===== src/dma_chan_consts.vh =====
`ifndef DMA_CHAN_CONSTS_VH
`define DMA_CHAN_CONSTS_VH

// ----------------------------------------
// register map (word indices inside one channel window)
// ----------------------------------------
`define CH_STRIDE_SHIFT     4
`define OFS_CONTROL         2'h0
`define OFS_IRQ_CONTROL     2'h1
`define OFS_STATUS          2'h2
`define OFS_SHAPE           2'h3
`define NUM_CHANNELS        6
`define NUM_REQ_LINES       19

// ----------------------------------------
// channel_control fields
// ----------------------------------------
`define CC_PROG_DONE        11
`define CC_REPEAT           9
`define CC_AUTO_INIT        8
`define CC_ENABLE           7
`define CC_URGENCY          6
`define CC_FRAME_MODE       5
`define CC_TRIG_HI          4
`define CC_TRIG_LO          0
`define CC_RESET            12'h000

// ----------------------------------------
// channel_irq_control and channel_status fields
// ----------------------------------------
`define EV_BLOCK            5
`define EV_LAST             4
`define EV_FRAME            3
`define EV_HALF             2
`define EV_DROP             1
`define EV_TOUT             0
`define ST_SYNC             6
`define IRQC_RESET          6'h03

// ----------------------------------------
// channel_shape fields
// ----------------------------------------
`define SH_ELEM_HI          7
`define SH_ELEM_LO          0
`define SH_FRAME_HI         15
`define SH_FRAME_LO         8
`define SHAPE_RESET         16'h0101

// ----------------------------------------
// trigger codes left unconnected, and the last mapped code
// ----------------------------------------
`define TRIG_NONE           5'h00
`define TRIG_FREE_A         5'h07
`define TRIG_FREE_B         5'h10
`define TRIG_FREE_C         5'h11
`define TRIG_LAST           5'h13

`endif


===== src/dsp_dma_channel_control.v =====
// Notes on behaviour
// [RULE1] repeat 0: reinit only when programming done
// [RULE2] repeat 1: reinit regardless of programming flag
// [RULE3] no auto-init: channel stops after block
// [RULE4] auto-init: reinit and start next block
// [RULE5] enable low aborts and resets channel
// [RULE6] block completion clears enable; the code clears it only without auto-init, and auto-init leaves it set
// [RULE7] completion clear beats cpu write
// [RULE8] enabled channel eligible at next slot
// [RULE9] six chained channels, high urgency first
// [RULE10] element per event, or frame per event
// [RULE11] five-bit trigger select, zero unsynchronised
// [RULE12] codes map request lines, three unused
// [RULE13] block end flag and channel interrupt
// [RULE14] final frame start flag and interrupt
// [RULE15] frame complete flag and interrupt
// [RULE16] half frame flag and interrupt
// [RULE17] early trigger is drop, flagged if enabled
// [RULE18] time-out flag raises bus-error interrupt
// [RULE19] own interrupt line, flag same cycle
// [RULE20] no flag while its enable low
// [RULE21] sync status shows waiting trigger
// [RULE22] drop disables the channel
// [RULE23] auto-init with programming done reinitialises
// [RULE24] reinit copies programmed shape to working
// [RULE25] status read clears, debug read keeps
// [RULE26] same level: lowest channel first
//
// The APB register port and the register offsets were chosen for this implementation.
`timescale 1ns/1ps
`include "dma_chan_consts.vh"

module dsp_dma_channel_control #(
  parameter NCH = `NUM_CHANNELS,
  parameter NRQ = `NUM_REQ_LINES
) (
  input  wire           CLK_I,          // dsp clock, 20 MHz
  input  wire           RSTN_I,         // async reset, active low
  input  wire           PSEL_I,         // apb select
  input  wire           PENABLE_I,      // apb access phase
  input  wire           PWRITE_I,       // apb direction
  input  wire [7:0]     PADDR_I,        // apb byte address
  input  wire [31:0]    PWDATA_I,       // apb write data
  output reg  [31:0]    PRDATA_O,       // apb read data
  output wire           PREADY_O,       // apb ready
  output wire           PSLVERR_O,      // apb error, unmapped address
  input  wire           DEBUG_READ_I,   // reads come from the debugger
  input  wire [NRQ:1]   DMA_REQ_I,      // peripheral request lines, async
  input  wire [NCH-1:0] TIMEOUT_I,      // port time-out pulse per channel
  output reg  [NCH-1:0] GRANT_O,        // element moved in the previous cycle
  output reg  [NCH-1:0] CH_IRQ_O,       // channel interrupt pulses
  output reg  [NCH-1:0] BUS_ERR_IRQ_O   // bus-error interrupt pulses
);

  // ----------------------------------------
  // state
  // ----------------------------------------
  reg  [11:0]    ctrl       [0:NCH-1];
  reg  [5:0]     irq_en     [0:NCH-1];
  reg  [5:0]     flags      [0:NCH-1];
  reg  [15:0]    shape      [0:NCH-1];
  // working copies: the running block uses these while software reprograms
  reg  [7:0]     w_elems    [0:NCH-1];
  reg  [7:0]     w_frames   [0:NCH-1];
  reg  [4:0]     w_trig     [0:NCH-1];
  reg            w_fmode    [0:NCH-1];
  reg  [7:0]     ecnt       [0:NCH-1];
  reg  [7:0]     fcnt       [0:NCH-1];
  reg  [NCH-1:0] active;
  reg  [NCH-1:0] pending;
  reg  [NCH-1:0] frame_run;
  reg  [NCH-1:0] wait_reinit;
  reg  [NRQ:1]   req_meta;
  reg  [NRQ:1]   req_sync;
  reg  [NRQ:1]   req_prev;

  wire [NRQ:1]   req_edge;
  wire [NCH-1:0] gnt;
  wire [2:0]     sel_ch;
  wire [1:0]     sel_reg;
  wire           addr_ok;
  wire           wr_acc;
  wire           rd_acc;

  reg  [NCH-1:0] want;
  reg  [NCH-1:0] urgent;
  reg  [NCH-1:0] hit;
  reg  [NCH-1:0] half_ev;
  reg  [NCH-1:0] frame_ev;
  reg  [NCH-1:0] last_ev;
  reg  [NCH-1:0] block_ev;
  reg  [NCH-1:0] drop_ev;
  reg  [NCH-1:0] reinit;
  reg  [NCH-1:0] finish;
  reg  [NCH-1:0] wr_ctrl;
  reg  [NCH-1:0] wr_irqc;
  reg  [NCH-1:0] wr_shape;
  reg  [NCH-1:0] rd_clr;
  reg  [5:0]     sets       [0:NCH-1];

  integer i;
  integer j;

  // ----------------------------------------
  // helpers
  // ----------------------------------------
  // [RULE12] unused codes and codes past the table never fire
  function trig_hit;
    input [4:0]   code;
    input [NRQ:1] lines;
    begin
      if (code == `TRIG_NONE || code == `TRIG_FREE_A || code == `TRIG_FREE_B ||
          code == `TRIG_FREE_C || code > `TRIG_LAST) begin
        trig_hit = 1'b0;
      end else begin
        trig_hit = lines[code];
      end
    end
  endfunction

  function [31:0] reg_view;
    input [2:0] ch;
    input [1:0] rsel;
    begin
      if (rsel == `OFS_CONTROL) begin
        reg_view = {20'h00000, ctrl[ch] & 12'hBFF};
      end else if (rsel == `OFS_IRQ_CONTROL) begin
        reg_view = {26'h0000000, irq_en[ch]};
      end else if (rsel == `OFS_STATUS) begin
        reg_view = {25'h0000000, pending[ch], flags[ch]};
      end else begin
        reg_view = {16'h0000, shape[ch]};
      end
    end
  endfunction

  // true when the access targets register rsel of channel ch
  function reg_pick;
    input [2:0] a_ch;
    input [1:0] a_reg;
    input [2:0] ch;
    input [1:0] rsel;
    begin
      reg_pick = (a_ch == ch) && (a_reg == rsel);
    end
  endfunction

  // ----------------------------------------
  // request line synchronisers
  // ----------------------------------------
  always @(posedge CLK_I or negedge RSTN_I) begin
    if (!RSTN_I) begin
      req_meta <= {NRQ{1'b0}};
      req_sync <= {NRQ{1'b0}};
      req_prev <= {NRQ{1'b0}};
    end else begin
      req_meta <= DMA_REQ_I;
      req_sync <= req_meta;
      req_prev <= req_sync;
    end
  end

  // the edge flop reads only the second stage; the first may be metastable
  assign req_edge = req_sync & ~req_prev;

  // ----------------------------------------
  // apb slave: zero wait states
  // ----------------------------------------
  assign sel_ch    = PADDR_I[6:4];
  assign sel_reg   = PADDR_I[3:2];
  assign addr_ok   = !PADDR_I[7] && (sel_ch < NCH) && (PADDR_I[1:0] == 2'b00);
  assign PREADY_O  = 1'b1;
  // unmapped accesses still finish at once; only the error flag tells
  assign PSLVERR_O = PSEL_I & PENABLE_I & ~addr_ok;
  assign wr_acc    = PSEL_I & PENABLE_I & PWRITE_I & addr_ok;
  assign rd_acc    = PSEL_I & PENABLE_I & ~PWRITE_I & addr_ok;

  // read data is caught in the setup phase so it leaves a flop
  always @(posedge CLK_I or negedge RSTN_I) begin
    if (!RSTN_I) begin
      PRDATA_O <= 32'h00000000;
    end else if (PSEL_I && !PENABLE_I && !PWRITE_I) begin
      if (addr_ok) begin
        PRDATA_O <= reg_view(sel_ch, sel_reg);
      end else begin
        PRDATA_O <= 32'h00000000;
      end
    end
  end

  // ----------------------------------------
  // arbiter
  // ----------------------------------------
  // one element moves per cycle across all channels
  service_picker #(
    .N (NCH)
  ) u_picker (
    .req_i    (want),
    .urgent_i (urgent),
    .gnt_o    (gnt)
  );

  // ----------------------------------------
  // per-channel event decode
  // ----------------------------------------
  always @* begin
    for (j = 0; j < NCH; j = j + 1) begin
      urgent[j]  = ctrl[j][`CC_URGENCY];
      // [RULE11] several channels may share one line
      hit[j]     = active[j] & ~wait_reinit[j] & trig_hit(w_trig[j], req_edge);
      // [RULE8] enabled and loaded channel asks for a slot
      want[j]    = active[j] & ctrl[j][`CC_ENABLE] & ~wait_reinit[j] &
                   ((w_trig[j] == `TRIG_NONE) | pending[j] | frame_run[j]);
      half_ev[j] = gnt[j] & (ecnt[j] + 8'h01 == {1'b0, w_elems[j][7:1]});
      frame_ev[j] = gnt[j] & (ecnt[j] + 8'h01 == w_elems[j]);
      last_ev[j] = gnt[j] & (ecnt[j] == 8'h00) & (fcnt[j] + 8'h01 == w_frames[j]);
      block_ev[j] = frame_ev[j] & (fcnt[j] + 8'h01 == w_frames[j]);
      // [RULE17] trigger while previous request unserved
      drop_ev[j] = hit[j] & ((pending[j] & ~gnt[j]) | (frame_run[j] & ~frame_ev[j]));
      // [RULE1] [RULE2] [RULE23] reinit gating
      reinit[j]  = ctrl[j][`CC_AUTO_INIT] &
                   (ctrl[j][`CC_REPEAT] | ctrl[j][`CC_PROG_DONE]) &
                   (block_ev[j] | wait_reinit[j]);
      // [RULE3] no auto-init: block end is final
      finish[j]  = block_ev[j] & ~ctrl[j][`CC_AUTO_INIT];
      wr_ctrl[j] = wr_acc & reg_pick(sel_ch, sel_reg, j[2:0], `OFS_CONTROL);
      wr_irqc[j] = wr_acc & reg_pick(sel_ch, sel_reg, j[2:0], `OFS_IRQ_CONTROL);
      wr_shape[j] = wr_acc & reg_pick(sel_ch, sel_reg, j[2:0], `OFS_SHAPE);
      // [RULE25] debugger reads leave flags alone
      rd_clr[j]  = rd_acc & ~DEBUG_READ_I & reg_pick(sel_ch, sel_reg, j[2:0], `OFS_STATUS);
      // [RULE20] every set is gated by its enable
      sets[j]    = irq_en[j] & {block_ev[j], last_ev[j], frame_ev[j], half_ev[j],
                                drop_ev[j], TIMEOUT_I[j] & active[j]};
    end
  end

  // ----------------------------------------
  // per-channel registers and sequencing
  // ----------------------------------------
  always @(posedge CLK_I or negedge RSTN_I) begin
    if (!RSTN_I) begin
      for (i = 0; i < NCH; i = i + 1) begin
        ctrl[i]     <= `CC_RESET;
        irq_en[i]   <= `IRQC_RESET;
        flags[i]    <= 6'h00;
        shape[i]    <= `SHAPE_RESET;
        w_elems[i]  <= 8'h01;
        w_frames[i] <= 8'h01;
        w_trig[i]   <= 5'h00;
        w_fmode[i]  <= 1'b0;
        ecnt[i]     <= 8'h00;
        fcnt[i]     <= 8'h00;
      end
      active        <= {NCH{1'b0}};
      pending       <= {NCH{1'b0}};
      frame_run     <= {NCH{1'b0}};
      wait_reinit   <= {NCH{1'b0}};
      GRANT_O       <= {NCH{1'b0}};
      CH_IRQ_O      <= {NCH{1'b0}};
      BUS_ERR_IRQ_O <= {NCH{1'b0}};
    end else begin
      // grant is reported from a flop, one cycle after the slot
      GRANT_O <= gnt;
      for (i = 0; i < NCH; i = i + 1) begin
        // [RULE19] flag and interrupt on the same edge
        CH_IRQ_O[i]      <= |sets[i][`EV_BLOCK:`EV_DROP];
        // [RULE18] time-out goes to the bus-error line
        BUS_ERR_IRQ_O[i] <= sets[i][`EV_TOUT];
        // [RULE13] [RULE14] [RULE15] [RULE16] set beats read clear
        // only bits the reader saw are cleared, so a flag set at the setup edge survives
        flags[i] <= (flags[i] & ~({6{rd_clr[i]}} & PRDATA_O[5:0])) | sets[i];

        if (wr_irqc[i]) begin
          irq_en[i] <= PWDATA_I[5:0];
        end
        if (wr_shape[i]) begin
          shape[i] <= PWDATA_I[15:0];
        end

        // control fields other than enable follow cpu writes
        if (wr_ctrl[i]) begin
          ctrl[i][11:8] <= PWDATA_I[11:8];
          ctrl[i][6:0]  <= PWDATA_I[6:0];
        end
        // [RULE6] [RULE7] [RULE22] hardware clear wins over cpu
        if (finish[i] || drop_ev[i]) begin
          ctrl[i][`CC_ENABLE] <= 1'b0;
        end else if (wr_ctrl[i]) begin
          ctrl[i][`CC_ENABLE] <= PWDATA_I[`CC_ENABLE];
        end

        // element and frame progress
        if (gnt[i]) begin
          if (frame_ev[i]) begin
            ecnt[i] <= 8'h00;
            fcnt[i] <= fcnt[i] + 8'h01;
          end else begin
            ecnt[i] <= ecnt[i] + 8'h01;
          end
        end

        // [RULE21] sync status tracks the waiting trigger
        if (hit[i] && !drop_ev[i]) begin
          pending[i] <= 1'b1;
        end else if (gnt[i]) begin
          pending[i] <= 1'b0;
        end
        // [RULE10] frame mode keeps requesting slots for the whole frame
        if (gnt[i] && pending[i] && w_fmode[i] && !frame_ev[i]) begin
          frame_run[i] <= 1'b1;
        end else if (frame_ev[i]) begin
          frame_run[i] <= 1'b0;
        end

        // parked until repeat or programming done allows the reload; enable stays set
        if (block_ev[i] && ctrl[i][`CC_AUTO_INIT] && !reinit[i]) begin
          wait_reinit[i] <= 1'b1;
        end

        // [RULE5] [RULE22] abort on disable or drop
        if (!ctrl[i][`CC_ENABLE] || drop_ev[i] || finish[i]) begin
          active[i]      <= 1'b0;
          pending[i]     <= 1'b0;
          frame_run[i]   <= 1'b0;
          wait_reinit[i] <= 1'b0;
          ecnt[i]        <= 8'h00;
          fcnt[i]        <= 8'h00;
        end else if (!active[i] || reinit[i]) begin
          // [RULE4] [RULE24] load working copy and start a block
          active[i]      <= 1'b1;
          wait_reinit[i] <= 1'b0;
          pending[i]     <= 1'b0;
          frame_run[i]   <= 1'b0;
          ecnt[i]        <= 8'h00;
          fcnt[i]        <= 8'h00;
          w_elems[i]     <= shape[i][`SH_ELEM_HI:`SH_ELEM_LO];
          w_frames[i]    <= shape[i][`SH_FRAME_HI:`SH_FRAME_LO];
          w_trig[i]      <= ctrl[i][`CC_TRIG_HI:`CC_TRIG_LO];
          w_fmode[i]     <= ctrl[i][`CC_FRAME_MODE];
        end
      end
    end
  end

endmodule // dsp_dma_channel_control


===== src/service_picker.v =====
`timescale 1ns/1ps

// two-level fixed chain arbiter: urgent pool first, lowest index wins
module service_picker #(
  parameter N = 6
) (
  input  wire [N-1:0] req_i,     // channels wanting a slot
  input  wire [N-1:0] urgent_i,  // per-channel high level
  output wire [N-1:0] gnt_o      // one-hot grant
);

  wire [N-1:0] urgent_req;
  wire [N-1:0] pool;

  assign urgent_req = req_i & urgent_i;
  // [RULE9] high level served first
  assign pool       = (|urgent_req) ? urgent_req : req_i;
  // [RULE26] lowest index first
  assign gnt_o      = pool & (~pool + {{(N-1){1'b0}}, 1'b1});

endmodule // service_picker


===== config.mk =====
export PLATFORM = sky130hd
export DESIGN_NAME = dsp_dma_channel_control
export DESIGN_NICKNAME = d
export VERILOG_FILES = /design/src/dsp_dma_channel_control.v /design/src/service_picker.v
export VERILOG_INCLUDE_DIRS = /design/src
export SDC_FILE = /design/constraint.sdc
export NUM_CORES = 1
export LEC_CHECK = 0
export BUFFER_PORTS_ARGS = -buffer_cell sky130_fd_sc_hd__buf_2
export CAP_MARGIN = 20
export CORE_ASPECT_RATIO = 1.5
export CORE_UTILIZATION = 51
export DETAILED_ROUTE_END_ITERATION = 10
export PLACE_DENSITY = 0.67
export SYNTH_ARGS = -nofsm -noshare
export SYNTH_HDL_FRONTEND = slang
export SYNTH_SLANG_ARGS = --single-unit

===== constraint.sdc =====
create_clock -name CLK_I -period 3.8 [get_ports CLK_I]
set_clock_uncertainty 0.05 [all_clocks]
set_input_delay 0.76 -clock CLK_I [delete_from_list [all_inputs] [get_ports CLK_I]]
set_output_delay 0.76 -clock CLK_I [all_outputs]
set_load 0.02 [all_outputs]

==> flow_metrics.env, run 1 <==
export IMPL_place_hpwl_mm=64.39
export IMPL_cp_max_fo=22
export IMPL_grt_max_degree=93
export IMPL_clk_latency_ns=0.63
export IMPL_hold_viol=0
export IMPL_worst_slew_pin_slew_ns=0.8517
export IMPL_drc=0
export IMPL_synth_edff_count=0
export IMPL_layout_drive_gt1_share_pct=27.37
export IMPL_path_class="flop to flop"
export IMPL_powerDensity_nw_per_um2=389.8
export IMPL_syn_inst=2541
export IMPL_cellLeakagePower_nw=15.05
export IMPL_grt_pass1_vias=22095
export IMPL_synth_common_cells="dfrtp_1 (538), mux2_2 (272), nand2_1 (193)"
export IMPL_clockRootBuffer="clkbuf_16"
export IMPL_drtPass1Iterations=5
export IMPL_cts_tree="built"
export IMPL_totalPowerFinal_w=0.01301
export IMPL_cts_sinks=574
export IMPL_viasPerCell=6.086
export IMPL_layout_nets=2789
export IMPL_status="finished, final reports clean"
export IMPL_cts_buffers=57
export IMPL_fin_util_pct=58.95
export IMPL_grt_pass1_wl_mm=132.0
export IMPL_drt_initial_drc_count=1524
export IMPL_initial_core_util_pct=51.57
export IMPL_vias=21369
export IMPL_coreArea_um2=56630
export IMPL_endpoint_kind="flop"
export IMPL_worst_setup_path_start_kind="flop"
export IMPL_path_clk_slew_ns=0.06
export IMPL_hold_ws_ns=0.09970
export IMPL_fin_setup_tns_ns=0
export IMPL_htree_levels=2
export IMPL_cts_buffer_depth=3
export IMPL_synthTopCellsByArea="dfrtp_1 (46%), mux2_2 (10%), mux4_2 (5.0%)"
export IMPL_ys_async_sr_fraction_pct=100.0
export IMPL_ir_drop_v=0.0004384
export IMPL_grt_ovfl_total=0
export IMPL_fp_dieH_um=295.1
export IMPL_fin_crit_ns=3.698
export IMPL_wl_per_cell_um=24.49
export IMPL_rsz0062_at_grt="yes"
export IMPL_synthFlopType="dfrtp_1"
export IMPL_yosysWarnings=0
export IMPL_routabilityCongestion=1.002
export IMPL_syn_area_um2=29200
export IMPL_synthDominantCellAreaShare_pct=46.10
export IMPL_cap_viol_max_count=0
export IMPL_worstPathArrival_ns=4.14
export IMPL_final_max_slew_viol_count=0
export IMPL_dieWidth_um=197.4
export IMPL_finalSetupViolCount=0
export IMPL_ys_types=94
export IMPL_avgSynthCellArea_um2=11.49
export IMPL_cp_data_required_time_ns=4.24
export IMPL_cts_hold_buf=0
export IMPL_n_fill_cell=4692
export IMPL_synth_most_common_cell="dfrtp_1"
export IMPL_routed_wirelength_mm=85.99
export IMPL_period_share_pct=97.31
export IMPL_antenna_found_initial=2
export IMPL_antenna_cells=0
export IMPL_io_pins=123
export IMPL_rows=107
export IMPL_synth_top_cell_by_area="dfrtp_1"
export IMPL_yosysSeqAreaShare_pct=49.34
export IMPL_fmax_mhz=270.4
export IMPL_portBuffers=88
export IMPL_synth_seq_cells=574
export IMPL_ant_nets=0
export IMPL_slew_headroom_pct=43.22
export IMPL_dieArea_um2=58240
export IMPL_grt_usage_pct=30.19
export IMPL_area_growth_syn_to_layout_pct=14.31
export IMPL_hold_class="input port to asynchronous set/reset pin"
==> stage by stage <==
stage | std cells | worst slack (ns) | cell area, µm²
after global placement | 3404 | -0.09233 | 31230
after detailed placement | 3404 | -0.1503 | 31230
after global routing | 3511 | -0.03682 | 33380
after floorplan | 2556 | 0.1858 | 29260
final | 3511 | 0.1021 | 33380
after CTS | 3511 | 0.008202 | 33340
==> worst paths after layout <==
| check | from | end | slack, ns | depth (start not counted) |
|---|---|---|---|---|
| worst min register to register | req_meta[13] | req_sync[13] | 0.29 | 0 |
| worst max-delay path | fcnt[26] | w_elems[27] | 0.10 | 11 |
| min in group CLK_I | DMA_REQ_I[8] | req_meta[8] | 0.19 | 1 |
| max in group asynchronous | RSTN_I | fcnt[24] | 2.59 | 2 |
| worst min-delay path | RSTN_I | w_frames[5] | 0.1 | 1 |
| worst max register to register | fcnt[26] | w_elems[27] | 0.10 | 11 |
==> cell usage in the layout (no fill, tap or decap), types with 30 or more instances in the layout <==
cell type,Yosys,final
mux2_2,272,272
buf_2,25,86
buf_4,19,134
nand2_1,193,193
xnor2_1,131,131
dfstp_2,36,36
nand4_1,30,30
dfrtp_1,538,538
a21oi_1,88,88
nor2_1,167,164
inv_1,59,59
clkbuf_16,0,57
nor2b_1,30,30
o21ai_0,63,63
mux2_1,52,52
nor3_1,82,81
mux4_2,65,65
mux2i_1,52,52
xor2_1,86,86
nand3_1,64,64
==> worst max-delay path: stages, from the launching register on <==
cell	delay, ns
dfrtp_1	0.46
and4_1	0.26
nand2_1	0.09
and2_1	0.18
or4_1	0.49
a2111oi_0	0.58
buf_4	0.26
nand2_1	0.10
o311ai_1	0.38
nand2_1	0.09
buf_4	0.25
mux2_1	0.36
==> cells by family after synthesis <==
kind of cell	Yosys count	share of synthesized area (%)
other	2	0.02572
AND/OR/NAND/NOR	732	12.50
multiplexers	441	19.29
adder cells (fa/ha/maj)	18	0.7712
AO/OA/AOI/OAI	343	8.029
buffers and inverters	208	3.076
flip-flops	574	49.34
XOR/XNOR	223	6.971
==> sequential cells by signal (all words and copies together) (netlist names), 16 cells and up <==
name and cells:
w_elems 48, w_frames 48, req_prev 18, ctrl 66, flags 36, PRDATA_O 16
fcnt 48, req_sync 18, w_trig 25, ecnt 48, shape 96, req_meta 18
irq_en 36
==> layer usage <==
layer / track usage [%] / routed length, µm
met1: 35.82 / 32380
met2: 51.25 / 42510
met3: 4.130 / 4798
met4: 19.89 / 6294
met5: 0 / 0
==> timing repair <==
action                                  CTS  global route
pin swaps                                 0             2
endpoints found under the setup margin   32            76
setup buffers                             0             0
resized for setup                         2            11
==> cell type report <==
type | instances | area [µm²] | area share (%)
Clock buffer | 70 | 1595 | 4.779
Clock inverter | 37 | 501.7 | 1.503
Inverter | 62 | 232.7 | 0.6972
Multi-Input combinational cell | 1774 | 14040 | 42.05
Sequential cell | 574 | 14410 | 43.16
Tap cell | 763 | 954.7 | 2.860
Timing Repair Buffer | 231 | 1652 | 4.948
==> report_power, final <==
group          switching [W]  internal [W]
logic               0.000359      0.000165
clock network        0.00252       0.00374
registers          0.0000502       0.00618
No activity file was read; power rests on OpenSTA's default activity.
==> run 2: changes to the inputs <==
SETUP_SLACK_MARGIN = 0.3   (was default)
==> flow_metrics.env, run 2 (same netlist as run 1, synthesis figures left out) <==
export IMPL_fmax_mhz=272.8
export IMPL_top_regs="shape x96, ctrl x66"
export IMPL_grt_usage_pct=31.91
export IMPL_critPathBufInv=4
export IMPL_dieWidth_um=197.4
export IMPL_path_class="flop to flop"
export IMPL_final_cell_mix="dfrtp_1 (529), mux2_2 (267), nand2_1 (191), buf_4 (168), nor2_1 (162)"
export IMPL_dieArea_um2=58240
export IMPL_status="finished, final reports clean"
export IMPL_final_max_slew_viol_count=0
export IMPL_r2r_setup_slack_ns=0.13
export IMPL_ant_nets=0
export IMPL_crit_slowest_cell="or4bb_1"
export IMPL_period_share_pct=96.47
export IMPL_wl_per_cell_um=25.80
export IMPL_routed_wirelength_mm=92.34
export IMPL_fp_dieH_um=295.1
export IMPL_path_clk_slew_ns=0.06
export IMPL_antenna_cells=0
export IMPL_coreArea_um2=56630
export IMPL_area_growth_syn_to_layout_pct=19.26
export IMPL_cts_buffers=56
export IMPL_routabilityCongestion=0.9698
export IMPL_portBuffers=88
export IMPL_layout_commonest_cell="dfrtp_1"
export IMPL_grt_pass1_wl_mm=137.5
export IMPL_top_register="shape"
export IMPL_hold_class="input port to asynchronous set/reset pin"
export IMPL_fin_cells=3579
export IMPL_cts_sinks=574
export IMPL_powerDensity_nw_per_um2=370.8
export IMPL_place_area_um2=31380
export IMPL_cap_viol_max_count=0
export IMPL_internal_power_w=0.009892
export IMPL_worstPathArrival_ns=4.14
export IMPL_p_comb_share_pct=4.3
export IMPL_cellLeakagePower_nw=15.51
export IMPL_p_sw_share_pct=23.41
export IMPL_drt_initial_drc_count=1546
export IMPL_clk_latency_ns=0.65
export IMPL_finalSetupViolCount=0
export IMPL_reg2regPathDepth=13
export IMPL_layout_nets=2857
export IMPL_grt_max_degree=98
export IMPL_hold_viol=0
export IMPL_slew_headroom_pct=34.62
export IMPL_grt_pass1_vias=22336
export IMPL_htree_levels=2
export IMPL_layout_drive_gt1_share_pct=32.63
export IMPL_cp_max_fo=6
export IMPL_dpl_cell_count=3417
export IMPL_drtPass1Iterations=6
export IMPL_seq_power_share_pct=48.2
export IMPL_fin_crit_ns=3.666
export IMPL_power_frac_clock_pct=47.5
export IMPL_viasPerCell=6.103
export IMPL_worst_setup_path_start_kind="flop"
export IMPL_rows=107
export IMPL_r2r_start="w_trig[13]"
export IMPL_grt_ovfl_total=0
export IMPL_largest_register_ff_count=96
export IMPL_cts_tree="built"
export IMPL_fin_area_um2=34830
export IMPL_cpPeakStageDelay_ns=0.56
export IMPL_endpoint_kind="flop"
export IMPL_worst_slew_pin_slew_ns=0.9806
export IMPL_rsz0062_at_grt="yes"
export IMPL_initial_core_util_pct=51.57
export IMPL_switchingPower_w=0.003024
export IMPL_path_cells="or4bb_1, o22ai_4, a32o_2, a221oi_4, buf_4, a31oi_4, o2111ai_4, or4_4, a211oi_4, buf_6, buf_12, buf_16, mux2_4"
export IMPL_cts_buffer_depth=3
export IMPL_antenna_found_initial=1
export IMPL_cp_data_required_time_ns=4.27
export IMPL_place_hpwl_mm=66.62
export IMPL_io_pins=123
export IMPL_clockRootBuffer="clkbuf_16"
export IMPL_drc=0
export IMPL_ir_drop_v=0.0003598
export IMPL_critPathTopFamily="compound AO/OA/AOI/OAI gates"
export IMPL_worst_r2r_endpoint="w_elems[9]"
export IMPL_vias=21843
run 2: area by class of cell:
| type | count | area (µm²) |
|---|---|---|
| Timing Repair Buffer | 298 | 2471 |
| Sequential cell | 574 | 14420 |
| Inverter | 62 | 236.5 |
| Tap cell | 763 | 954.7 |
| Fill cell | 4493 | 21800 |
| Multi-Input combinational cell | 1776 | 14700 |
| Clock inverter | 31 | 455.4 |
| Clock buffer | 75 | 1593 |
run 2: routing by layer:
metal / global-route usage (%) / routed length (µm) / vias to the layer above
met5: 0 / 0 / -
met4: 23.52 / 8037 / 0
met3: 4.552 / 5295 / 318
met2: 55.02 / 46320 / 882
met1: 35.95 / 32690 / 11053
li1: - / - / 9590
run 2: repair_timing:
action                     4_1_cts  5_1_grt
setup endpoints to repair      190      228
hold buffers                     0        0
resized for setup              105       69
gates cloned                     6        6
pin swaps                       22       19
setup buffers                   25       19
run 2: worst register-to-register path, cell delays in order, from the launching register on:
cell       delay, ns
dfrtp_1         0.40
or4bb_1         0.56
o22ai_4         0.23
a32o_2          0.19
a221oi_4        0.06
buf_4           0.16
a31oi_4         0.18
o2111ai_4       0.18
or4_4           0.52
a211oi_4        0.30
buf_6           0.16
buf_12          0.10
buf_16          0.14
mux2_4          0.31
run 2: power by group through the flow:
stage	Combinational (W)	Sequential (W)	Clock (W)
after floorplan	0.000243	0.00632	0
after global placement	0.000521	0.00633	0
after detailed placement	0.000530	0.00634	0
after CTS	0.000544	0.00622	0.00620
after global routing	0.000593	0.00623	0.00643
final	0.000549	0.00623	0.00614
run 2: worst max-delay path by stage:
stage               start                to  slack [ns]  cells after the start
2_1_floorplan  w_trig[11]       w_elems[10]        0.30                     11
3_3_place_gp     fcnt[26]       w_elems[25]       -0.13                     11
3_5_place_dp      fcnt[2]  trig_hit.code[4]       -0.29                     12
4_1_cts        w_trig[13]      w_frames[14]        0.23                     13
5_1_grt        w_trig[13]      w_frames[13]        0.06                     13
6_report       w_trig[13]        w_elems[9]        0.13                     13
run 2: stage by stage:
step	setup TNS [ns]	power, W	hold WS (ns)	util, %	setup WS, ns
after floorplan	0	0.006559	0.2812	-	0.3015
after global placement	-3.661	0.006855	0.2849	55.42	-0.1332
after detailed placement	-7.957	0.006867	0.2847	55.42	-0.2913
after CTS	0	0.01297	0.1371	60.51	0.2306
after global routing	0	0.01325	0.1390	61.50	0.06368
final	0	0.01292	0.06336	61.50	0.1341
